**src/verilog/grs_pkg.sv**
```systemverilog
`default_nettype none
package grs_pkg;
	// Status byte offsets
	localparam logic [3:0] OFF_STATE    = 4'h0;
	localparam logic [3:0] OFF_SPARE    = 4'h1;
	localparam logic [3:0] OFF_FAULT    = 4'h2;
	localparam logic [3:0] OFF_TGT_ECHO = 4'h3;
	localparam logic [3:0] OFF_MEAS_POS = 4'h4;
	localparam logic [3:0] OFF_CURRENT  = 4'h5;
	// Field positions in the state byte
	localparam int BIT_ACT  = 0;
	localparam int BIT_GOTO = 3;
	localparam int POS_MOT  = 4;
	localparam int POS_OBJ  = 6;
	// Motion state codes
	localparam logic [1:0] MOT_RESET  = 2'h0;
	localparam logic [1:0] MOT_ACTING = 2'h1;
	localparam logic [1:0] MOT_DONE   = 2'h3;
	// Object detection codes
	localparam logic [1:0] OBJ_MOVING = 2'h0;
	localparam logic [1:0] OBJ_OPEN   = 2'h1;
	localparam logic [1:0] OBJ_CLOSE  = 2'h2;
	localparam logic [1:0] OBJ_AT_POS = 2'h3;
	// Fault codes
	localparam logic [3:0] FLT_NONE     = 4'h0;
	localparam logic [3:0] FLT_DELAYED  = 4'h5;
	localparam logic [3:0] FLT_NO_ACT   = 4'h7;
	localparam logic [3:0] FLT_TEMP     = 4'h8;
	localparam logic [3:0] FLT_NO_COMM  = 4'h9;
	localparam logic [3:0] FLT_UNDERV   = 4'ha;
	localparam logic [3:0] FLT_REL_RUN  = 4'hb;
	localparam logic [3:0] FLT_INTERNAL = 4'hc;
	localparam logic [3:0] FLT_ACT_FAIL = 4'hd;
	localparam logic [3:0] FLT_OVERCUR  = 4'he;
	localparam logic [3:0] FLT_REL_DONE = 4'hf;
	localparam logic [3:0] FLT_MAJOR_MIN = 4'ha;
	// Force modes
	localparam logic [7:0] FORCE_HIGH_MIN = 8'h80;
	// Timing
	localparam int CLK_HZ         = 125000000;
	localparam int COMM_TIMEOUT_S = 1;
	localparam int COMM_TIMEOUT_CYC = CLK_HZ * COMM_TIMEOUT_S;
	localparam int BLINK_CYC      = 62500000;
	// Indicator codes: 0 blue, 1 red, 2 blink
	typedef enum logic [1:0] {
		GRS_LED_BLUE,
		GRS_LED_RED,
		GRS_LED_BLINK
	} grs_led_t;
	typedef enum logic [1:0] {
		GRS_FM_FRAGILE,
		GRS_FM_LOW,
		GRS_FM_HIGH
	} grs_force_mode_t;
endpackage : grs_pkg
`default_nettype wire

```
**src/verilog/grs_status.sv**
```systemverilog
// Contract
// - State byte bit 0 echoes the activate request.
// - Go-to echo bit follows the go-to request bit.
// - Motion state: 0 reset/release, 1 activating, 3 activated; never 2.
// - Object field 0 while travelling, 3 at target or object lost.
// - Object field 1 on contact stop while opening.
// - Object field 2 on contact stop while closing.
// - Object field sits in bits 7:6 of state byte.
// - Fault 5 for action held during activation, 7 for action unactivated.
// - Fault 8 on overtemperature, indicator steady red.
// - Fault 9 after one second without communication.
// - Major faults latch until activate is cleared; indicator blinks.
// - Fault 10 on undervoltage.
// - Fault 11 during auto release, 15 once it finished.
// - Fault 12 internal, 13 activation fail, 14 overcurrent, 0 none.
// - Byte 3 echoes requested position.
// - Byte 4 holds encoder position.
// - Byte 5 holds motor current sample, ten mA per count.
// - Force zero gives fragile mode without re-grasp.
// - Force 1 to 127 gives low torque with re-grasp.
// - Force 128 to 255 gives high torque with re-grasp.
// - Clearing activate returns to reset and clears the fault code, or sets it to 7 while go-to or auto release is set.
`timescale 1ns/1ps
`default_nettype none
module grs_status #(
	parameter int COMM_TIMEOUT = grs_pkg::COMM_TIMEOUT_CYC,
	parameter int BLINK_HALF   = grs_pkg::BLINK_CYC
) (
	input  wire logic       clk_i,             // System clock, 125 MHz
	input  wire logic       rstn_i,            // Sync reset, active low
	input  wire logic       activate_request_i, // Command byte activate bit
	input  wire logic       goto_request_i,    // Command byte go-to bit
	input  wire logic       auto_release_i,    // Command byte auto release bit
	input  wire logic [7:0] position_request_i, // Requested position
	input  wire logic [7:0] force_request_i,   // Requested force
	input  wire logic       comm_event_i,      // Pulse per received message
	input  wire logic       calib_done_i,      // Activation routine finished
	input  wire logic       moving_i,          // Fingers in motion
	input  wire logic       contact_i,         // Current limit stop
	input  wire logic       closing_i,         // Direction of current move
	input  wire logic       release_done_i,    // Auto release at end stops
	input  wire logic       overtemp_i,        // Pin: temperature alarm
	input  wire logic       undervolt_i,       // Pin: supply low
	input  wire logic       internal_fault_i,  // Internal error pulse
	input  wire logic       act_fault_i,       // Activation failed pulse
	input  wire logic       overcurrent_i,     // Pin: overcurrent
	input  wire logic [3:0] external_controller_fault_i, // External code
	input  wire logic [7:0] measured_position_i, // Encoder position
	input  wire logic [7:0] motor_current_sample_i, // Current sample
	input  wire logic [3:0] rd_addr_i,         // Status byte index
	output logic      [7:0] rd_data_o,         // Status byte read data
	output logic      [1:0] force_mode_o,      // Selected torque mode
	output logic            regrasp_en_o,      // Re-grasp enabled
	output logic            led_red_o,         // Indicator red
	output logic            led_blue_o         // Indicator blue
);
	logic [2:0] pins_s;
	logic       overtemp_s;
	logic       undervolt_s;
	logic       overcur_s;
	logic       act_q;
	logic       act_rise;
	logic       comm_lost;
	logic [1:0] motion_state;
	logic [1:0] object_detect_state;
	logic [3:0] fault_code;
	logic [3:0] next_fault;
	logic       major;
	logic       releasing;
	logic [7:0] gripper_state;
	logic [7:0] fault_codes;
	logic [31:0] blink_cnt;
	logic        blink_ph;

	grs_sync #(.W(3)) u_sync (
		.clk_i  (clk_i),
		.rstn_i (rstn_i),
		.d_i    ({overtemp_i, undervolt_i, overcurrent_i}),
		.q_o    (pins_s)
	);
	assign overtemp_s  = pins_s[2];
	assign undervolt_s = pins_s[1];
	assign overcur_s   = pins_s[0];

	grs_timer #(.LIMIT(COMM_TIMEOUT)) u_comm (
		.clk_i     (clk_i),
		.rstn_i    (rstn_i),
		.clear_i   (comm_event_i),
		.expired_o (comm_lost)
	);

	always_ff @(posedge clk_i) begin
		if (!rstn_i)
			act_q <= 1'b0;
		else
			act_q <= activate_request_i;
	end
	assign act_rise = activate_request_i && !act_q;

	// Motion state tracks activation; release forces it back to reset
	always_ff @(posedge clk_i) begin
		if (!rstn_i || !activate_request_i)
			motion_state <= grs_pkg::MOT_RESET;
		else if (auto_release_i || major)
			motion_state <= grs_pkg::MOT_RESET;
		else if (act_rise)
			motion_state <= grs_pkg::MOT_ACTING;
		else if (motion_state == grs_pkg::MOT_ACTING && calib_done_i)
			motion_state <= grs_pkg::MOT_DONE;
	end

	// Object field is only meaningful with go-to set
	always_ff @(posedge clk_i) begin
		if (!rstn_i || !goto_request_i)
			object_detect_state <= grs_pkg::OBJ_MOVING;
		else if (moving_i)
			object_detect_state <= grs_pkg::OBJ_MOVING;
		else if (contact_i)
			object_detect_state <= closing_i ? grs_pkg::OBJ_CLOSE : grs_pkg::OBJ_OPEN;
		else
			object_detect_state <= grs_pkg::OBJ_AT_POS;
	end

	assign major = fault_code >= grs_pkg::FLT_MAJOR_MIN;

	always_ff @(posedge clk_i) begin
		if (!rstn_i || !activate_request_i)
			releasing <= 1'b0;
		else if (act_rise)
			releasing <= 1'b0;
		else if (auto_release_i)
			releasing <= 1'b1;
	end

	// Majors outrank minors and priority codes; a new major never replaces a held one
	// except the release finishing, which is the routine's own end state.
	always_comb begin
		next_fault = fault_code;
		if (major && !act_rise) begin
			if (fault_code == grs_pkg::FLT_REL_RUN && release_done_i)
				next_fault = grs_pkg::FLT_REL_DONE;
		end else if (releasing || auto_release_i)
			next_fault = release_done_i ? grs_pkg::FLT_REL_DONE : grs_pkg::FLT_REL_RUN;
		else if (undervolt_s)
			next_fault = grs_pkg::FLT_UNDERV;
		else if (internal_fault_i)
			next_fault = grs_pkg::FLT_INTERNAL;
		else if (act_fault_i)
			next_fault = grs_pkg::FLT_ACT_FAIL;
		else if (overcur_s)
			next_fault = grs_pkg::FLT_OVERCUR;
		else if (overtemp_s)
			next_fault = grs_pkg::FLT_TEMP;
		else if (comm_lost)
			next_fault = grs_pkg::FLT_NO_COMM;
		else if (goto_request_i && motion_state == grs_pkg::MOT_ACTING)
			next_fault = grs_pkg::FLT_DELAYED;
		else
			next_fault = grs_pkg::FLT_NONE;
	end

	always_ff @(posedge clk_i) begin
		if (!rstn_i)
			fault_code <= grs_pkg::FLT_NONE;
		else if (!activate_request_i)
			fault_code <= (goto_request_i || auto_release_i) ? grs_pkg::FLT_NO_ACT
				: grs_pkg::FLT_NONE;
		else
			fault_code <= next_fault;
	end

	assign gripper_state = {object_detect_state, motion_state, goto_request_i, 2'b00,
		activate_request_i};
	assign fault_codes = {external_controller_fault_i, fault_code};

	always_ff @(posedge clk_i) begin
		if (!rstn_i) begin
			rd_data_o <= 8'h00;
		end else begin
			case (rd_addr_i)
				grs_pkg::OFF_STATE:    rd_data_o <= gripper_state;
				grs_pkg::OFF_FAULT:    rd_data_o <= fault_codes;
				grs_pkg::OFF_TGT_ECHO: rd_data_o <= position_request_i;
				grs_pkg::OFF_MEAS_POS: rd_data_o <= measured_position_i;
				grs_pkg::OFF_CURRENT:  rd_data_o <= motor_current_sample_i;
				default:               rd_data_o <= 8'h00;
			endcase
		end
	end

	localparam logic [1:0] GRS_FM_FRAGILE_V = grs_pkg::GRS_FM_FRAGILE;
	localparam logic [1:0] GRS_FM_LOW_V     = grs_pkg::GRS_FM_LOW;
	localparam logic [1:0] GRS_FM_HIGH_V    = grs_pkg::GRS_FM_HIGH;

	always_ff @(posedge clk_i) begin
		if (!rstn_i) begin
			force_mode_o <= GRS_FM_FRAGILE_V;
			regrasp_en_o <= 1'b0;
		end else if (force_request_i == 8'h00) begin
			force_mode_o <= GRS_FM_FRAGILE_V;
			regrasp_en_o <= 1'b0;
		end else begin
			force_mode_o <= (force_request_i >= grs_pkg::FORCE_HIGH_MIN) ? GRS_FM_HIGH_V
				: GRS_FM_LOW_V;
			regrasp_en_o <= 1'b1;
		end
	end

	// Blink phase counter runs freely; cheap and keeps both colours visible
	always_ff @(posedge clk_i) begin
		if (!rstn_i) begin
			blink_cnt <= 32'h0;
			blink_ph  <= 1'b0;
		end else if (blink_cnt >= 32'(BLINK_HALF - 1)) begin
			blink_cnt <= 32'h0;
			blink_ph  <= !blink_ph;
		end else begin
			blink_cnt <= blink_cnt + 32'h1;
		end
	end

	always_ff @(posedge clk_i) begin
		if (!rstn_i) begin
			led_red_o  <= 1'b0;
			led_blue_o <= 1'b1;
		end else if (major) begin
			led_red_o  <= blink_ph;
			led_blue_o <= !blink_ph;
		end else if (fault_code == grs_pkg::FLT_TEMP || fault_code == grs_pkg::FLT_NO_COMM) begin
			led_red_o  <= 1'b1;
			led_blue_o <= 1'b0;
		end else begin
			led_red_o  <= 1'b0;
			led_blue_o <= 1'b1;
		end
	end

	motion_no_two_a: assert property (@(posedge clk_i) disable iff (!rstn_i)
		motion_state != 2'h2) else $error("motion state code 2 produced");
	act_echo_a: assert property (@(posedge clk_i) disable iff (!rstn_i)
		rd_addr_i == grs_pkg::OFF_STATE |=> rd_data_o[0] == $past(activate_request_i))
		else $error("activation echo wrong");
	goto_echo_a: assert property (@(posedge clk_i) disable iff (!rstn_i)
		rd_addr_i == grs_pkg::OFF_STATE |=> rd_data_o[3] == $past(goto_request_i))
		else $error("go-to echo wrong");
	deact_clear_a: assert property (@(posedge clk_i) disable iff (!rstn_i)
		!activate_request_i && !goto_request_i && !auto_release_i |=> fault_code == 4'h0
		&& motion_state == 2'h0) else $error("deactivate did not clear");
	major_hold_a: assert property (@(posedge clk_i) disable iff (!rstn_i)
		major && activate_request_i && act_q ##1 activate_request_i |-> major)
		else $error("major fault dropped early");
	contact_close_a: assert property (@(posedge clk_i) disable iff (!rstn_i)
		goto_request_i && !moving_i && contact_i && closing_i |=> object_detect_state == 2'h2)
		else $error("closing contact not reported");
	force_mode_a: assert property (@(posedge clk_i) disable iff (!rstn_i)
		force_request_i == 8'h00 |=> !regrasp_en_o && force_mode_o == 2'h0)
		else $error("fragile mode wrong");
	fault_byte_a: assert property (@(posedge clk_i) disable iff (!rstn_i)
		rd_addr_i == grs_pkg::OFF_FAULT |=> rd_data_o == {$past(external_controller_fault_i),
		$past(fault_code)}) else $error("fault byte layout wrong");
	// Read port lags the address by one edge, so echoes compare against the sampled input
	pos_echo_a: assert property (@(posedge clk_i) disable iff (!rstn_i)
		rd_addr_i == grs_pkg::OFF_TGT_ECHO |=> rd_data_o == $past(position_request_i))
		else $error("position echo wrong");
	meas_pos_a: assert property (@(posedge clk_i) disable iff (!rstn_i)
		rd_addr_i == grs_pkg::OFF_MEAS_POS |=> rd_data_o == $past(measured_position_i))
		else $error("measured position wrong");
	current_byte_a: assert property (@(posedge clk_i) disable iff (!rstn_i)
		rd_addr_i == grs_pkg::OFF_CURRENT |=> rd_data_o == $past(motor_current_sample_i))
		else $error("current byte wrong");
	force_low_a: assert property (@(posedge clk_i) disable iff (!rstn_i)
		force_request_i != 8'h00 && force_request_i < grs_pkg::FORCE_HIGH_MIN |=> regrasp_en_o
		&& force_mode_o == 2'h1) else $error("low torque mode wrong");
	force_high_a: assert property (@(posedge clk_i) disable iff (!rstn_i)
		force_request_i >= grs_pkg::FORCE_HIGH_MIN |=> regrasp_en_o && force_mode_o == 2'h2)
		else $error("high torque mode wrong");
	no_act_a: assert property (@(posedge clk_i) disable iff (!rstn_i)
		!activate_request_i && goto_request_i |=> fault_code == grs_pkg::FLT_NO_ACT)
		else $error("unactivated action not flagged");
	minor_led_a: assert property (@(posedge clk_i) disable iff (!rstn_i)
		fault_code == grs_pkg::FLT_TEMP |=> led_red_o && !led_blue_o)
		else $error("overtemperature indicator wrong");
	major_led_a: assert property (@(posedge clk_i) disable iff (!rstn_i)
		major |=> led_red_o != led_blue_o)
		else $error("major fault indicator not alternating");
	rel_done_a: assert property (@(posedge clk_i) disable iff (!rstn_i)
		activate_request_i && fault_code == grs_pkg::FLT_REL_RUN && release_done_i
		|=> fault_code == grs_pkg::FLT_REL_DONE) else $error("release end not reported");
	act_seq_c: cover property (@(posedge clk_i) disable iff (!rstn_i)
		motion_state == 2'h1 ##[1:20] motion_state == 2'h3);
	release_c: cover property (@(posedge clk_i) disable iff (!rstn_i)
		fault_code == 4'hb ##[1:20] fault_code == 4'hf);
	grasp_c: cover property (@(posedge clk_i) disable iff (!rstn_i)
		object_detect_state == 2'h0 ##[1:20] object_detect_state == 2'h2);
	open_stop_c: cover property (@(posedge clk_i) disable iff (!rstn_i)
		object_detect_state == 2'h2 ##[1:20] object_detect_state == 2'h1);
	comm_lost_c: cover property (@(posedge clk_i) disable iff (!rstn_i)
		fault_code == 4'h9 ##[1:40] fault_code == 4'h0);
endmodule : grs_status
`default_nettype wire

```
**src/verilog/grs_sync.sv**
```systemverilog
`timescale 1ns/1ps
`default_nettype none
module grs_sync #(
	parameter int W = 1
) (
	input  wire logic         clk_i,  // System clock
	input  wire logic         rstn_i, // Sync reset, active low
	input  wire logic [W-1:0] d_i,    // Asynchronous inputs
	output logic      [W-1:0] q_o     // Synchronised outputs
);
	logic [W-1:0] meta;

	always_ff @(posedge clk_i) begin
		if (!rstn_i) begin
			meta <= '0;
			q_o  <= '0;
		end else begin
			meta <= d_i;
			q_o  <= meta;
		end
	end
endmodule : grs_sync
`default_nettype wire

```
**src/verilog/grs_timer.sv**
```systemverilog
`timescale 1ns/1ps
`default_nettype none
module grs_timer #(
	parameter int LIMIT = 125000000
) (
	input  wire logic clk_i,   // System clock
	input  wire logic rstn_i,  // Sync reset, active low
	input  wire logic clear_i, // Restart the count
	output logic      expired_o // Held high once LIMIT cycles passed
);
	logic [31:0] count;

	always_ff @(posedge clk_i) begin
		if (!rstn_i || clear_i) begin
			count     <= 32'h0;
			expired_o <= 1'b0;
		end else if (count >= 32'(LIMIT - 1)) begin
			expired_o <= 1'b1;
		end else begin
			count <= count + 32'h1;
		end
	end
endmodule : grs_timer
`default_nettype wire
```
**config.mk**
```make
export PLATFORM = sky130hd
export DESIGN_NAME = grs_status
export DESIGN_NICKNAME = d
export VERILOG_FILES = /design/src/verilog/grs_pkg.sv /design/src/verilog/grs_status.sv /design/src/verilog/grs_sync.sv /design/src/verilog/grs_timer.sv
export SDC_FILE = /design/constraint.sdc
export NUM_CORES = 1
export LEC_CHECK = 0
export BUFFER_PORTS_ARGS = -buffer_cell sky130_fd_sc_hd__buf_2
export CORE_MARGIN = 8
export CORE_UTILIZATION = 29
export CTS_BUF_LIST = sky130_fd_sc_hd__clkbuf_2 sky130_fd_sc_hd__clkbuf_4 sky130_fd_sc_hd__clkbuf_8
export DETAILED_ROUTE_END_ITERATION = 12
export SLEW_MARGIN = 40
export SYNTH_ARGS = -nofsm -noshare
export SYNTH_HDL_FRONTEND = slang
export SYNTH_SLANG_ARGS = --single-unit
```
**constraint.sdc**
```tcl
create_clock -name clk_i -period 5 [get_ports clk_i]
set_input_delay 0.25 -clock clk_i [delete_from_list [all_inputs] [get_ports clk_i]]
set_output_delay 0.25 -clock clk_i [all_outputs]
set_load 0.03 [all_outputs]
```
**After elaboration in Yosys (flattened, before gate mapping)**

Cells that the tools add are included.

- Word-level logic and storage cells: 84
- Bits in registers: 95
- Input bits: 56

- Equal/unequal tests: 9
- Reduce and logical (&&, ||, !) cells: 27
- Multiplexer cells: 24
- Bitwise logic cells: 1
- $lt $le $gt $ge: 4
- $add $sub $neg: 2

Operators by type and width:

| operator | number |
|---|---|
| adder 32 x 1 -> 32 bit (second input constant) | 2 |
| two-way mux 4 bit | 10 |
| case mux 8 bit (5 select lines) | 1 |
| greater-or-equal comparator 32 x 26 -> 1 bit (second input constant) | 1 |
| greater-or-equal comparator 32 x 27 -> 1 bit (second input constant) | 1 |
| == test 4 bit (second input constant) | 3 |
| OR reduction 2 bit | 5 |
| two-way mux 3 bit | 3 |
| == test 4 x 2 -> 1 bit (second input constant) | 2 |
| == test 4 x 3 -> 1 bit (second input constant) | 2 |
| greater-or-equal comparator 8 bit (second input constant) | 1 |
| logical NOT 8 bit | 1 |
| logical OR 1 bit | 7 |
| two-way mux 1 bit | 7 |
| logical NOT 1 bit | 6 |
| two-way mux 2 bit | 3 |
| logical AND 1 bit | 5 |
| greater-or-equal comparator 4 bit (second input constant) | 1 |
| logical NOT 4 bit | 1 |
| inequality test 3 x 2 -> 1 bit (second input constant) | 1 |
| OR reduction 3 bit | 1 |
| == test 2 x 1 -> 1 bit (second input constant) | 1 |
| nonzero test 2 bit | 1 |
| inverter 1 bit | 1 |

**Longest topological paths before layout**

Gate-level depths: netlist of the first run.

- Depth in word-level cells: 12
- Mapped depth: 7
- Mapped depth without buffers: 6

**By module**

A second synthesis of the first run with hierarchy kept.

- Cell total of the unflattened synthesis: 476
- Area, all modules: 4226.6 sq um

By module, submodules not included:

| module | area an instance (sq um) | cells each | instances |
|---|---|---|---|
| grs_status | 2386.0 | 261 | 1 |
| grs_timer | 1682.9 | 203 | 1 |
| grs_sync | 157.7 | 12 | 1 |

**Worst setup path before layout of the first run**

No wires, ideal clock.

- Path kind: flip-flop to flip-flop
- Start point: register u_comm.count[18]
- End point: register u_comm.count[25]
- Stages on the path, launching flop included: 7
- Required time: 4885 ps
- Data arrival time: 1887 ps
- Buffers on the path: 1
- Period minus slack after synthesis: 2001 ps
- Slack: 2999 ps
- Setup time: 115 ps
- Path through: dfxtp_1 or3_1 or4_4 a311oi_4 buf_4 nor4_1 o21a_1

- Cells in the longest elaborated chain, start to end: 1
- Elaborated cells between the ends (all ways): 2
- Classes of those cells: add/sub: 1; order compare: 1

Ends and longest elaborated chain:

| element | RTL line | source |
|---|---|---|
| from (decl) | grs_timer.sv:11 | `logic [31:0] count;` |
| from (signal assigned) | grs_timer.sv:20 | `count <= count + 32'h1;` |
| adder 32 x 1 -> 32 bit or greater-or-equal comparator 32 x 27 -> 1 bit (tied branches) | grs_timer.sv:20, grs_timer.sv:17 |  |

Several ways; a longest one is shown, not always the timed one.
A chain may end at the register's enable or synchronous reset.

**Final worst setup path of the first run**

- Start point: register u_comm.count[28]
- End point: register u_comm.count[20]

- Cells in the longest elaborated chain, start to end: 1

Ends and longest elaborated chain:

| element | RTL line | source |
|---|---|---|
| greater-or-equal comparator 32 x 27 -> 1 bit | grs_timer.sv:17 | `end else if (count >= 32'(LIMIT - 1)) begin` |

No other way between the ends.

==> results.sh, run 1 <==
export IMPL_leakage_uw=0.001805
export IMPL_synth_cell_type_count=53
export IMPL_outcome="finished, final reports clean"
export IMPL_max_freq_mhz=431.5
export IMPL_core_area_um2=14310
export IMPL_post_cts_buffers=0
export IMPL_synth_seq_area_share_pct=45.43
export IMPL_synth_simple_area_share_pct=28.18
export IMPL_max_slew_margin_rel_pct=50.29
export IMPL_grt_max_degree=33
export IMPL_timing_final_crit_period_ps=2318
export IMPL_cts_hold_buf=0
export IMPL_synth_top_family_by_area="simple AND/OR/NAND/NOR gates"
export IMPL_ant_nets=0
export IMPL_path_common_cell="or4_1"
export IMPL_critical_path_max_stage_delay_ps=620
export IMPL_vias=3825
export IMPL_arrival_ps=2610
export IMPL_grt_pass1_wl_um=16590
export IMPL_power_density_nw_per_um2=276.1
export IMPL_die_x_um=136.2
export IMPL_cp_end_kind="flop"
export IMPL_die_h_um=136.2
export IMPL_nets=608
export IMPL_crit_chain="or4_1, nor2_2, nand2_2, or4_1, a21oi_1"
export IMPL_fillCellCount=1469
export IMPL_ys_ff_latch=95
export IMPL_netlist_instances=478
export IMPL_root_buffer="clkbuf_8"
export IMPL_diodes=0
export IMPL_routed_wl_um=10180
export IMPL_p_seq_share_pct=56.6
export IMPL_drive_gt1_share_pct=18.38
export IMPL_yosys_area_share_xor_xnor_pct=4.812
export IMPL_start_util_pct=29.25
export IMPL_critPathMaxFanout=32
export IMPL_final_cell_mix="dfxtp_1 (95), buf_2 (68), nor2_1 (43)"
export IMPL_crit_path_start_kind="flop"
export IMPL_synth_fa_ha_area_share_pct=0.5977
export IMPL_dp_cells=723
export IMPL_yosys_warnings=0
export IMPL_tns_ps=0
export IMPL_synth_edf_count=0
export IMPL_register_area_um2=1902
export IMPL_area_growth_synth_to_final_pct=18.68
export IMPL_drt_initial_drc_count=301
export IMPL_final_cells=739
export IMPL_place_gp_congestion=0.8216
export IMPL_ys_flop_type="dfxtp_1"
export IMPL_p_comb_share_pct=5.6
export IMPL_fin_worst_skew_ps=7.380
export IMPL_synth_compound_area_share_pct=16.50
export IMPL_wl_per_cell_um=13.78
export IMPL_p_int_uw=1049
export IMPL_synth_mux_area_share_pct=1.435
export IMPL_final_common_cell="dfxtp_1"
export IMPL_die_area_um2=18540
export IMPL_syn_avg_cell_area_um2=8.758
export IMPL_critical_path_slowest_cell="or4_1"
export IMPL_vias_per_cell=5.176
export IMPL_io_buffers=68
export IMPL_cts_tree="built"
export IMPL_hold_class="input pin to flop"
export IMPL_track_usage_pct=10.93
export IMPL_rsz0062_at_grt="no"
export IMPL_clk_latency_ps=370
export IMPL_crit_type="flop to flop"
export IMPL_clock_path_buffers=2
export IMPL_maxCapViolCount=0
export IMPL_grt_pass1_vias=3505
export IMPL_crit_required_ps=5290
export IMPL_p_switching_uw=322.5
export IMPL_clockPowerShare_pct=37.7
export IMPL_synthesis_area_um2=4187
export IMPL_htreeDepth=3
export IMPL_dr_pass1_iters=6
export IMPL_path_clk_slew_ps=90
export IMPL_p_sw_share_pct=23.51
export IMPL_synthArstFlopShare_pct=0
export IMPL_hpwl_um=7664
export IMPL_drcViolationCount=0
export IMPL_worst_slew_pin_slew_ps=738.8
export IMPL_fp_row_count=44
export IMPL_slew_violations=0
export IMPL_cts_sinks=95
export IMPL_timing_hold_violations_final=0
export IMPL_cts_made_buffers=9
export IMPL_setup_viol=0
export IMPL_peakVddDrop_v=0.0001280
export IMPL_antenna_found_initial=0
export IMPL_grt_overflow_total=0
export IMPL_multi_input_area_um2=2215
export IMPL_cts_resized=0
export IMPL_finalCritPeriodShare_pct=46.35
export IMPL_pin_count=69
[power groups by stage]
stage	sequential (uW)	clock [uW]	combinational [uW]
floorplan	799	0	32.9
global placement	794	0	74.8
detailed placement	795	0	77.0
CTS	777	544	77.4
global route	779	571	86.8
finish	777	517	77.4
[synthesized netlist by cell type (6+ instances only)]
cell type,number,area (um^2)
a21oi_1,25,125.1
a22oi_1,12,90.09
a31oi_1,9,56.30
and2_1,16,100.1
and3_1,11,68.82
clkbuf_1,12,45.04
dfxtp_1,95,1902
inv_1,12,45.04
mux2i_1,6,60.06
nand2_1,40,150.1
nand2b_1,8,50.05
nand3_1,30,150.1
nand4_1,15,93.84
nor2_1,43,161.4
nor3_1,12,60.06
nor4_1,13,81.33
o31ai_1,13,97.59
or3_1,6,37.54
or4_1,18,135.1
xnor2_1,10,87.58
xor2_1,13,113.9
[worst paths after layout]
kind | startpoint | endpoint | slack, ps | depth (start not counted)
setup / recovery | u_comm.count[28]$_SDFFE_PP0N_ | u_comm.count[20]$_SDFFE_PP0N_ | 2680 | 5
hold / removal | force_request_i[7] | force_mode_o[0]$_SDFF_PP0_ | 50 | 2
setup reg to reg | u_comm.count[28]$_SDFFE_PP0N_ | u_comm.count[20]$_SDFFE_PP0N_ | 2680 | 5
hold reg to reg | u_comm.count[26]$_SDFFE_PP0N_ | u_comm.count[26]$_SDFFE_PP0N_ | 450 | 2
[metal layers]
layer  track usage [%]  share of wire (%)
met5                 0                  0
met4             3.905                1.2
met3             3.104                5.0
met2             17.57                 48
met1             13.65                 46
[per-stage QoR]
stage               utilization, %  hold WS (ps)  area, um^2  total power (uW)  setup slack [ps]
finish                       34.71         49.57        4969              1372              2682
CTS                          34.64         17.89        4959              1398              2388
floorplan                        -         321.6        4205             831.7              2999
detailed placement           33.20         435.8        4752             871.9              2418
global placement             32.92         432.9        4712             869.3              2402
global route                 34.71         35.57        4969              1437              2484
[cell type report]
class	count	share of cell area, %
clock buffer	10	2.770
clock inverter	6	1.385
inverter	12	0.9066
multi-input combinational	360	44.57
sequential	95	38.28
tap	184	4.634
timing repair buffer	72	7.454
[cells by family (layout without fill, tap and decap cells)]
| family | Yosys count | count (layout) |
|---|---|---|
| XOR/XNOR | 23 | 23 |
| AO/OA/AOI/OAI | 99 | 99 |
| AND/OR/NAND/NOR | 224 | 224 |
| adder cells (fa/ha/maj) | 2 | 2 |
| multiplexers | 6 | 6 |
| other | 1 | 6 |
| buffers and inverters | 28 | 100 |
| flip-flops | 95 | 95 |
[state kept, by name, summed over array words and instances, names as in the netlist]
signal and flops:
u_comm.count 32, blink_cnt 32, u_sync.meta 3, releasing 1, u_comm.expired_o 1, fault_code 4, regrasp_en_o 1, force_mode_o 2
led_blue_o 1, u_sync.q_o 3, act_q 1, rd_data_o 8, object_detect_state 2, led_red_o 1, motion_state 2, blink_ph 1
[worst max-delay path, delay by kind of cell (launching register included)]
| kind | cells | cell delay [ps] |
|---|---|---|
| simple gates | 4 | 1770 |
| flops | 1 | 310 |
| compound gates | 1 | 160 |
No activity file was read; power rests on OpenSTA's default activity.
==> inputs of run 2 (changes only) <==
Clock period 5 ns to 2.1 ns, I/O delays scaled along.
==> run 2 against run 1 <==
Sequential cell count unchanged; critical endpoint is now u_comm.count[17]$_SDFFE_PP0N_; largest power group unchanged; sequential power increased by 140%; largest cell class unchanged; clock skew increased by 4.0 ps; power increased by 150%.
==> results.sh, run 2 (synthesis gave the netlist of run 1 again) <==
export IMPL_area_growth_synth_to_final_pct=29.17
export IMPL_crit_path_start_kind="flop"
export IMPL_largest_registers="blink_cnt: 32 flops, u_comm.count: 32 flops, rd_data_o: 8 flops"
export IMPL_die_h_um=136.2
export IMPL_crit_path_end="u_comm.count[17]$_SDFFE_PP0N_"
export IMPL_die_area_um2=18540
export IMPL_min_from="auto_release_i"
export IMPL_hold_ws_ps=42.72
export IMPL_clk_latency_ps=370
export IMPL_dp_cells=753
export IMPL_final_common_cell="dfxtp_1"
export IMPL_diodes=0
export IMPL_drt_initial_drc_count=336
export IMPL_timing_final_crit_period_ps=2042
export IMPL_reg2reg_slack_ps=60
export IMPL_power_density_nw_per_um2=627.0
export IMPL_start_util_pct=29.25
export IMPL_crit_start="u_comm.count[10]$_SDFFE_PP0N_"
export IMPL_htreeDepth=3
export IMPL_final_util_pct=37.78
export IMPL_die_x_um=136.2
export IMPL_crit_type="flop to flop"
export IMPL_finalCritPeriodShare_pct=97.25
export IMPL_drive_gt1_share_pct=21.96
export IMPL_drcViolationCount=0
export IMPL_core_area_um2=14310
export IMPL_antenna_found_initial=0
export IMPL_io_buffers=68
export IMPL_grt_pass1_vias=3884
export IMPL_ff2ff_path_depth=6
export IMPL_slew_violations=0
export IMPL_p_total_uw=3391
export IMPL_maxCapViolCount=0
export IMPL_r2r_end="u_comm.count[17]$_SDFFE_PP0N_"
export IMPL_max_slew_margin_rel_pct=52.55
export IMPL_critPathMaxFanout=19
export IMPL_vias_per_cell=4.997
export IMPL_hpwl_um=8139
export IMPL_hold_class="input pin to flop"
export IMPL_final_cells=785
export IMPL_cp_end_kind="flop"
export IMPL_timing_hold_violations_final=0
export IMPL_worst_slew_pin_slew_ps=711.1
export IMPL_wl_per_cell_um=13.96
export IMPL_root_buffer="clkbuf_8"
export IMPL_vias=3923
export IMPL_leakage_uw=0.002047
export IMPL_r2r_start="u_comm.count[10]$_SDFFE_PP0N_"
export IMPL_final_cell_mix="dfxtp_1 (92), buf_2 (68), nor2_1 (43)"
export IMPL_cts_made_buffers=9
export IMPL_arrival_ps=2340
export IMPL_grt_overflow_total=0
export IMPL_cts_sinks=95
export IMPL_cts_tree="built"
export IMPL_path_clk_slew_ps=100
export IMPL_grt_pass1_wl_um=18110
export IMPL_crit_required_ps=2390
export IMPL_setup_viol=0
export IMPL_ant_nets=0
export IMPL_fin_worst_skew_ps=11.38
export IMPL_routed_wl_um=10960
export IMPL_place_gp_congestion=0.8222
export IMPL_grt_max_degree=33
export IMPL_clock_path_buffers=2
export IMPL_rsz0062_at_grt="yes"
export IMPL_track_usage_pct=11.95
export IMPL_pin_count=69
export IMPL_peakVddDrop_v=0.0003492
export IMPL_dr_pass1_iters=4
export IMPL_fp_row_count=44
export IMPL_fillCellCount=1436
export IMPL_holdPathStages=3
export IMPL_nets=654
export IMPL_max_freq_mhz=489.7
export IMPL_outcome="finished, final reports clean"
==> run 2: layout make-up <==
cell class,instances,area (um^2),share of cell area (%)
clock buffer,9,123.9,2.291
clock inverter,7,95.09,1.758
inverter,12,45.04,0.8329
multi-input combinational,360,2211,40.88
sequential,95,1906,35.24
tap,184,230.2,4.257
timing repair buffer,118,797.0,14.74
==> run 2: routing by layer <==
| layer | global-route usage (%) | share of wire [%] | vias up |
|---|---|---|---|
| met1 | 14.76 | 46 | 1851 |
| met3 | 3.030 | 4.4 | 10 |
| li1 | - | - | 1994 |
| met5 | 0 | 0 | - |
| met2 | 20.26 | 49 | 68 |
| met4 | 3.051 | 1.0 | 0 |
==> run 2: what timing repair did <==
action                                  in CTS  in global routing
hold buffers                                16                  0
endpoints found under the setup margin       5                 11
pin swaps                                    1                  3
setup buffers                                0                  0
resized for setup                            2                  8
hold endpoints to repair                    15                  0
==> run 2: through the flow <==
step	instance area (um^2)	setup WS, ps	setup TNS, ps
6_report	5408	57.85	0
5_1_grt	5408	-7.276	-13.01
4_1_cts	5381	15.67	0
3_5_place_dp	4990	-16.81	-44.70
3_3_place_gp	4990	18.02	0
2_1_floorplan	4205	98.91	0
==> run 2: critical path, cell delays in order (launching register included) <==
cell and delay [ps]:
dfxtp_2 330, or4_4 550, a31oi_4 220, a311oi_4 70
buf_12 180, or4_1 490, a21oi_1 150
==> run 2: worst min path at each step <==
| stage | endpoint | slack, ps |
|---|---|---|
| after floorplan | force_mode_o[0]$_SDFF_PP0_ | 180 |
| after global placement | force_mode_o[0]$_SDFF_PP0_ | 290 |
| after detailed placement | force_mode_o[0]$_SDFF_PP0_ | 300 |
| after CTS | fault_code[0]$_SDFFE_PN0P_ | 30 |
| after global routing | fault_code[0]$_SDFFE_PN0P_ | 40 |
| final | fault_code[0]$_SDFFE_PN0P_ | 40 |
==> run 2: power by group <==
part           internal (uW)  leakage [uW]  switching (uW)
Combinational            102       0.00116             111
Sequential              1830      0.000774            19.1
Clock                    672      0.000110             655
==> inputs of run 3 (changes only) <==
==> constraint.sdc (replaced) <==
create_clock -name clk_i -period 2.1 [get_ports clk_i]
set_input_delay 0.315 -clock clk_i [delete_from_list [all_inputs] [get_ports clk_i]]
set_output_delay 0.315 -clock clk_i [all_outputs]
set_load 0.03 [all_outputs]
==> run 3 against run 2 <==
Critical path depth unchanged; critical path type unchanged; count of clock-buffer cells in the layout unchanged; cell count down 2.5%; utilization down 1.6 points; first-iteration DRC count down 6.3%; power down 5.3%; critical endpoint unchanged; combinational power down 11%; sequential share of layout area up 1.6 points; non-clock buffer count down 20; sequential cell count unchanged; die area unchanged; largest cell class unchanged; routed wire length down 4.1%.
==> results.sh, run 3 (synthesis gave the netlist of run 1 again) <==
export IMPL_outcome="finished, final reports clean"
export IMPL_pin_count=69
export IMPL_start_util_pct=29.25
export IMPL_final_common_cell="dfxtp_1"
export IMPL_diodes=0
export IMPL_timing_final_crit_period_ps=2079
export IMPL_setup_viol=0
export IMPL_ant_nets=0
export IMPL_io_buffers=68
export IMPL_crit_required_ps=2400
export IMPL_wl_per_cell_um=13.73
export IMPL_cts_hold_buf=0
export IMPL_routed_wl_um=10510
export IMPL_fin_worst_skew_ps=12.70
export IMPL_place_gp_congestion=0.7968
export IMPL_slew_violations=0
export IMPL_dp_cells=749
export IMPL_die_x_um=136.2
export IMPL_dr_pass1_iters=4
export IMPL_path_clk_slew_ps=110
export IMPL_grt_max_degree=36
export IMPL_crit_path_start_kind="flop"
export IMPL_critPathMaxFanout=35
export IMPL_die_h_um=136.2
export IMPL_fillCellCount=1485
export IMPL_crit_type="flop to flop"
export IMPL_cts_sinks=95
export IMPL_root_buffer="clkbuf_8"
export IMPL_fin_ws_ps=21.35
export IMPL_die_area_um2=18540
export IMPL_clock_path_buffers=2
export IMPL_place_ws_ps=16.32
export IMPL_cts_made_buffers=9
export IMPL_arrival_ps=2380
export IMPL_peakVddDrop_v=0.0002869
export IMPL_drive_gt1_share_pct=21.86
export IMPL_final_cells=765
export IMPL_clk_latency_ps=380
export IMPL_worst_slew_pin_slew_ps=696.3
export IMPL_final_cell_mix="dfxtp_1 (93), buf_2 (68), nor2_1 (43)"
export IMPL_drt_initial_drc_count=315
export IMPL_hpwl_um=8035
export IMPL_clockPowerShare_pct=36.5
export IMPL_hold_class="input pin to flop"
export IMPL_cp_end_kind="flop"
export IMPL_grt_pass1_wl_um=17310
export IMPL_maxCapViolCount=0
export IMPL_grt_pass1_vias=3645
export IMPL_track_usage_pct=11.36
export IMPL_htreeDepth=3
export IMPL_max_slew_margin_rel_pct=53.53
export IMPL_grt_overflow_total=0
export IMPL_largest_registers="blink_cnt: 32 flops, u_comm.count: 32 flops, rd_data_o: 8 flops"
export IMPL_p_seq_share_pct=57.7
export IMPL_area_growth_synth_to_final_pct=23.64
export IMPL_p_switching_uw=836.6
export IMPL_vias=3861
export IMPL_p_int_uw=2373
export IMPL_fp_row_count=44
export IMPL_antenna_found_initial=0
export IMPL_p_sw_share_pct=26.07
export IMPL_power_density_nw_per_um2=620.0
export IMPL_post_cts_buffers=0
export IMPL_leakage_uw=0.001941
export IMPL_timing_hold_violations_final=0
export IMPL_nets=634
export IMPL_max_freq_mhz=481.1
export IMPL_p_comb_share_pct=5.9
export IMPL_cts_tree="built"
export IMPL_rsz0062_at_grt="yes"
export IMPL_drcViolationCount=0
export IMPL_vias_per_cell=5.047
export IMPL_finalCritPeriodShare_pct=98.98
export IMPL_core_area_um2=14310
==> run 3: cell count changes in the layout (fill, tap and decap cells not counted), moves of 2 or more <==
cell           before  now
or4_1              17   15
bufinv_16           2    0
inv_8               0    2
dlygate4sd3_1      16    0
buf_4              30   27
inv_6               1    3
or4_4               2    4
==> run 3: final cells by class <==
type                            count  area (um^2)  area share, %
Clock inverter                      7        61.31          1.184
Clock buffer                        9        123.9          2.393
Sequential cell                    95         1904          36.79
Timing Repair Buffer               98        603.1          11.65
Inverter                           12        45.04         0.8702
Multi-Input combinational cell    360         2208          42.66
Tap cell                          184        230.2          4.448
==> run 3: critical path, cell delays in order (launching register included) <==
cell and delay [ps]:
dfxtp_2 330, or4_4 540, a31oi_4 210, a311oi_4 60, buf_12 190, or4_4 510
a21oi_1 150
==> run 3: repair_timing <==
action                     in CTS  in global routing
cloned                          0                  0
setup endpoints to repair       1                  8
pin swaps                       1                  1
gates resized for setup         2                  6
==> run 3: path summary, 6_finish.rpt <==
kind,from,end,slack (ps),cells after the start
max reg2reg,u_comm.count[8]$_SDFFE_PP0N_,u_comm.count[17]$_SDFFE_PP0N_,20,6
max,u_comm.count[8]$_SDFFE_PP0N_,u_comm.count[17]$_SDFFE_PP0N_,20,6
min,force_request_i[7],force_mode_o[0]$_SDFF_PP0_,110,2
min reg2reg,u_comm.count[26]$_SDFFE_PP0N_,u_comm.count[26]$_SDFFE_PP0N_,440,2
==> run 3: power groups by stage <==
stage          Clock [uW]  Sequential, uW  Combinational [uW]
3_5_place_dp            0            1890                 190
3_3_place_gp            0            1890                 185
2_1_floorplan           0            1900                78.2
5_1_grt              1290            1860                 210
4_1_cts              1220            1850                 190
6_report             1170            1850                 189
==> run 3: per-layer routing <==
metal | part of all wire (%) | vias to the layer above | global-route usage, %
li1 | - | 1955 | -
met1 | 46 | 1826 | 14.17
met2 | 48 | 68 | 18.70
met3 | 4.6 | 12 | 3.104
met4 | 1.0 | 0 | 3.417
met5 | 0 | - | 0
==> run 3: per-stage QoR <==
step                      total power [uW]  setup TNS, ps  utilization, %  hold WS [ps]  area, um^2
after floorplan                       1980              0               -         386.6        4205
after global placement                2077              0           34.65         419.1        4960
after detailed placement              2082              0           34.65         420.3        4960
after CTS                             3257              0           36.03         82.32        5157
after global routing                  3361         -55.54           36.16         84.89        5176
final                                 3209              0           36.16         108.6        5176
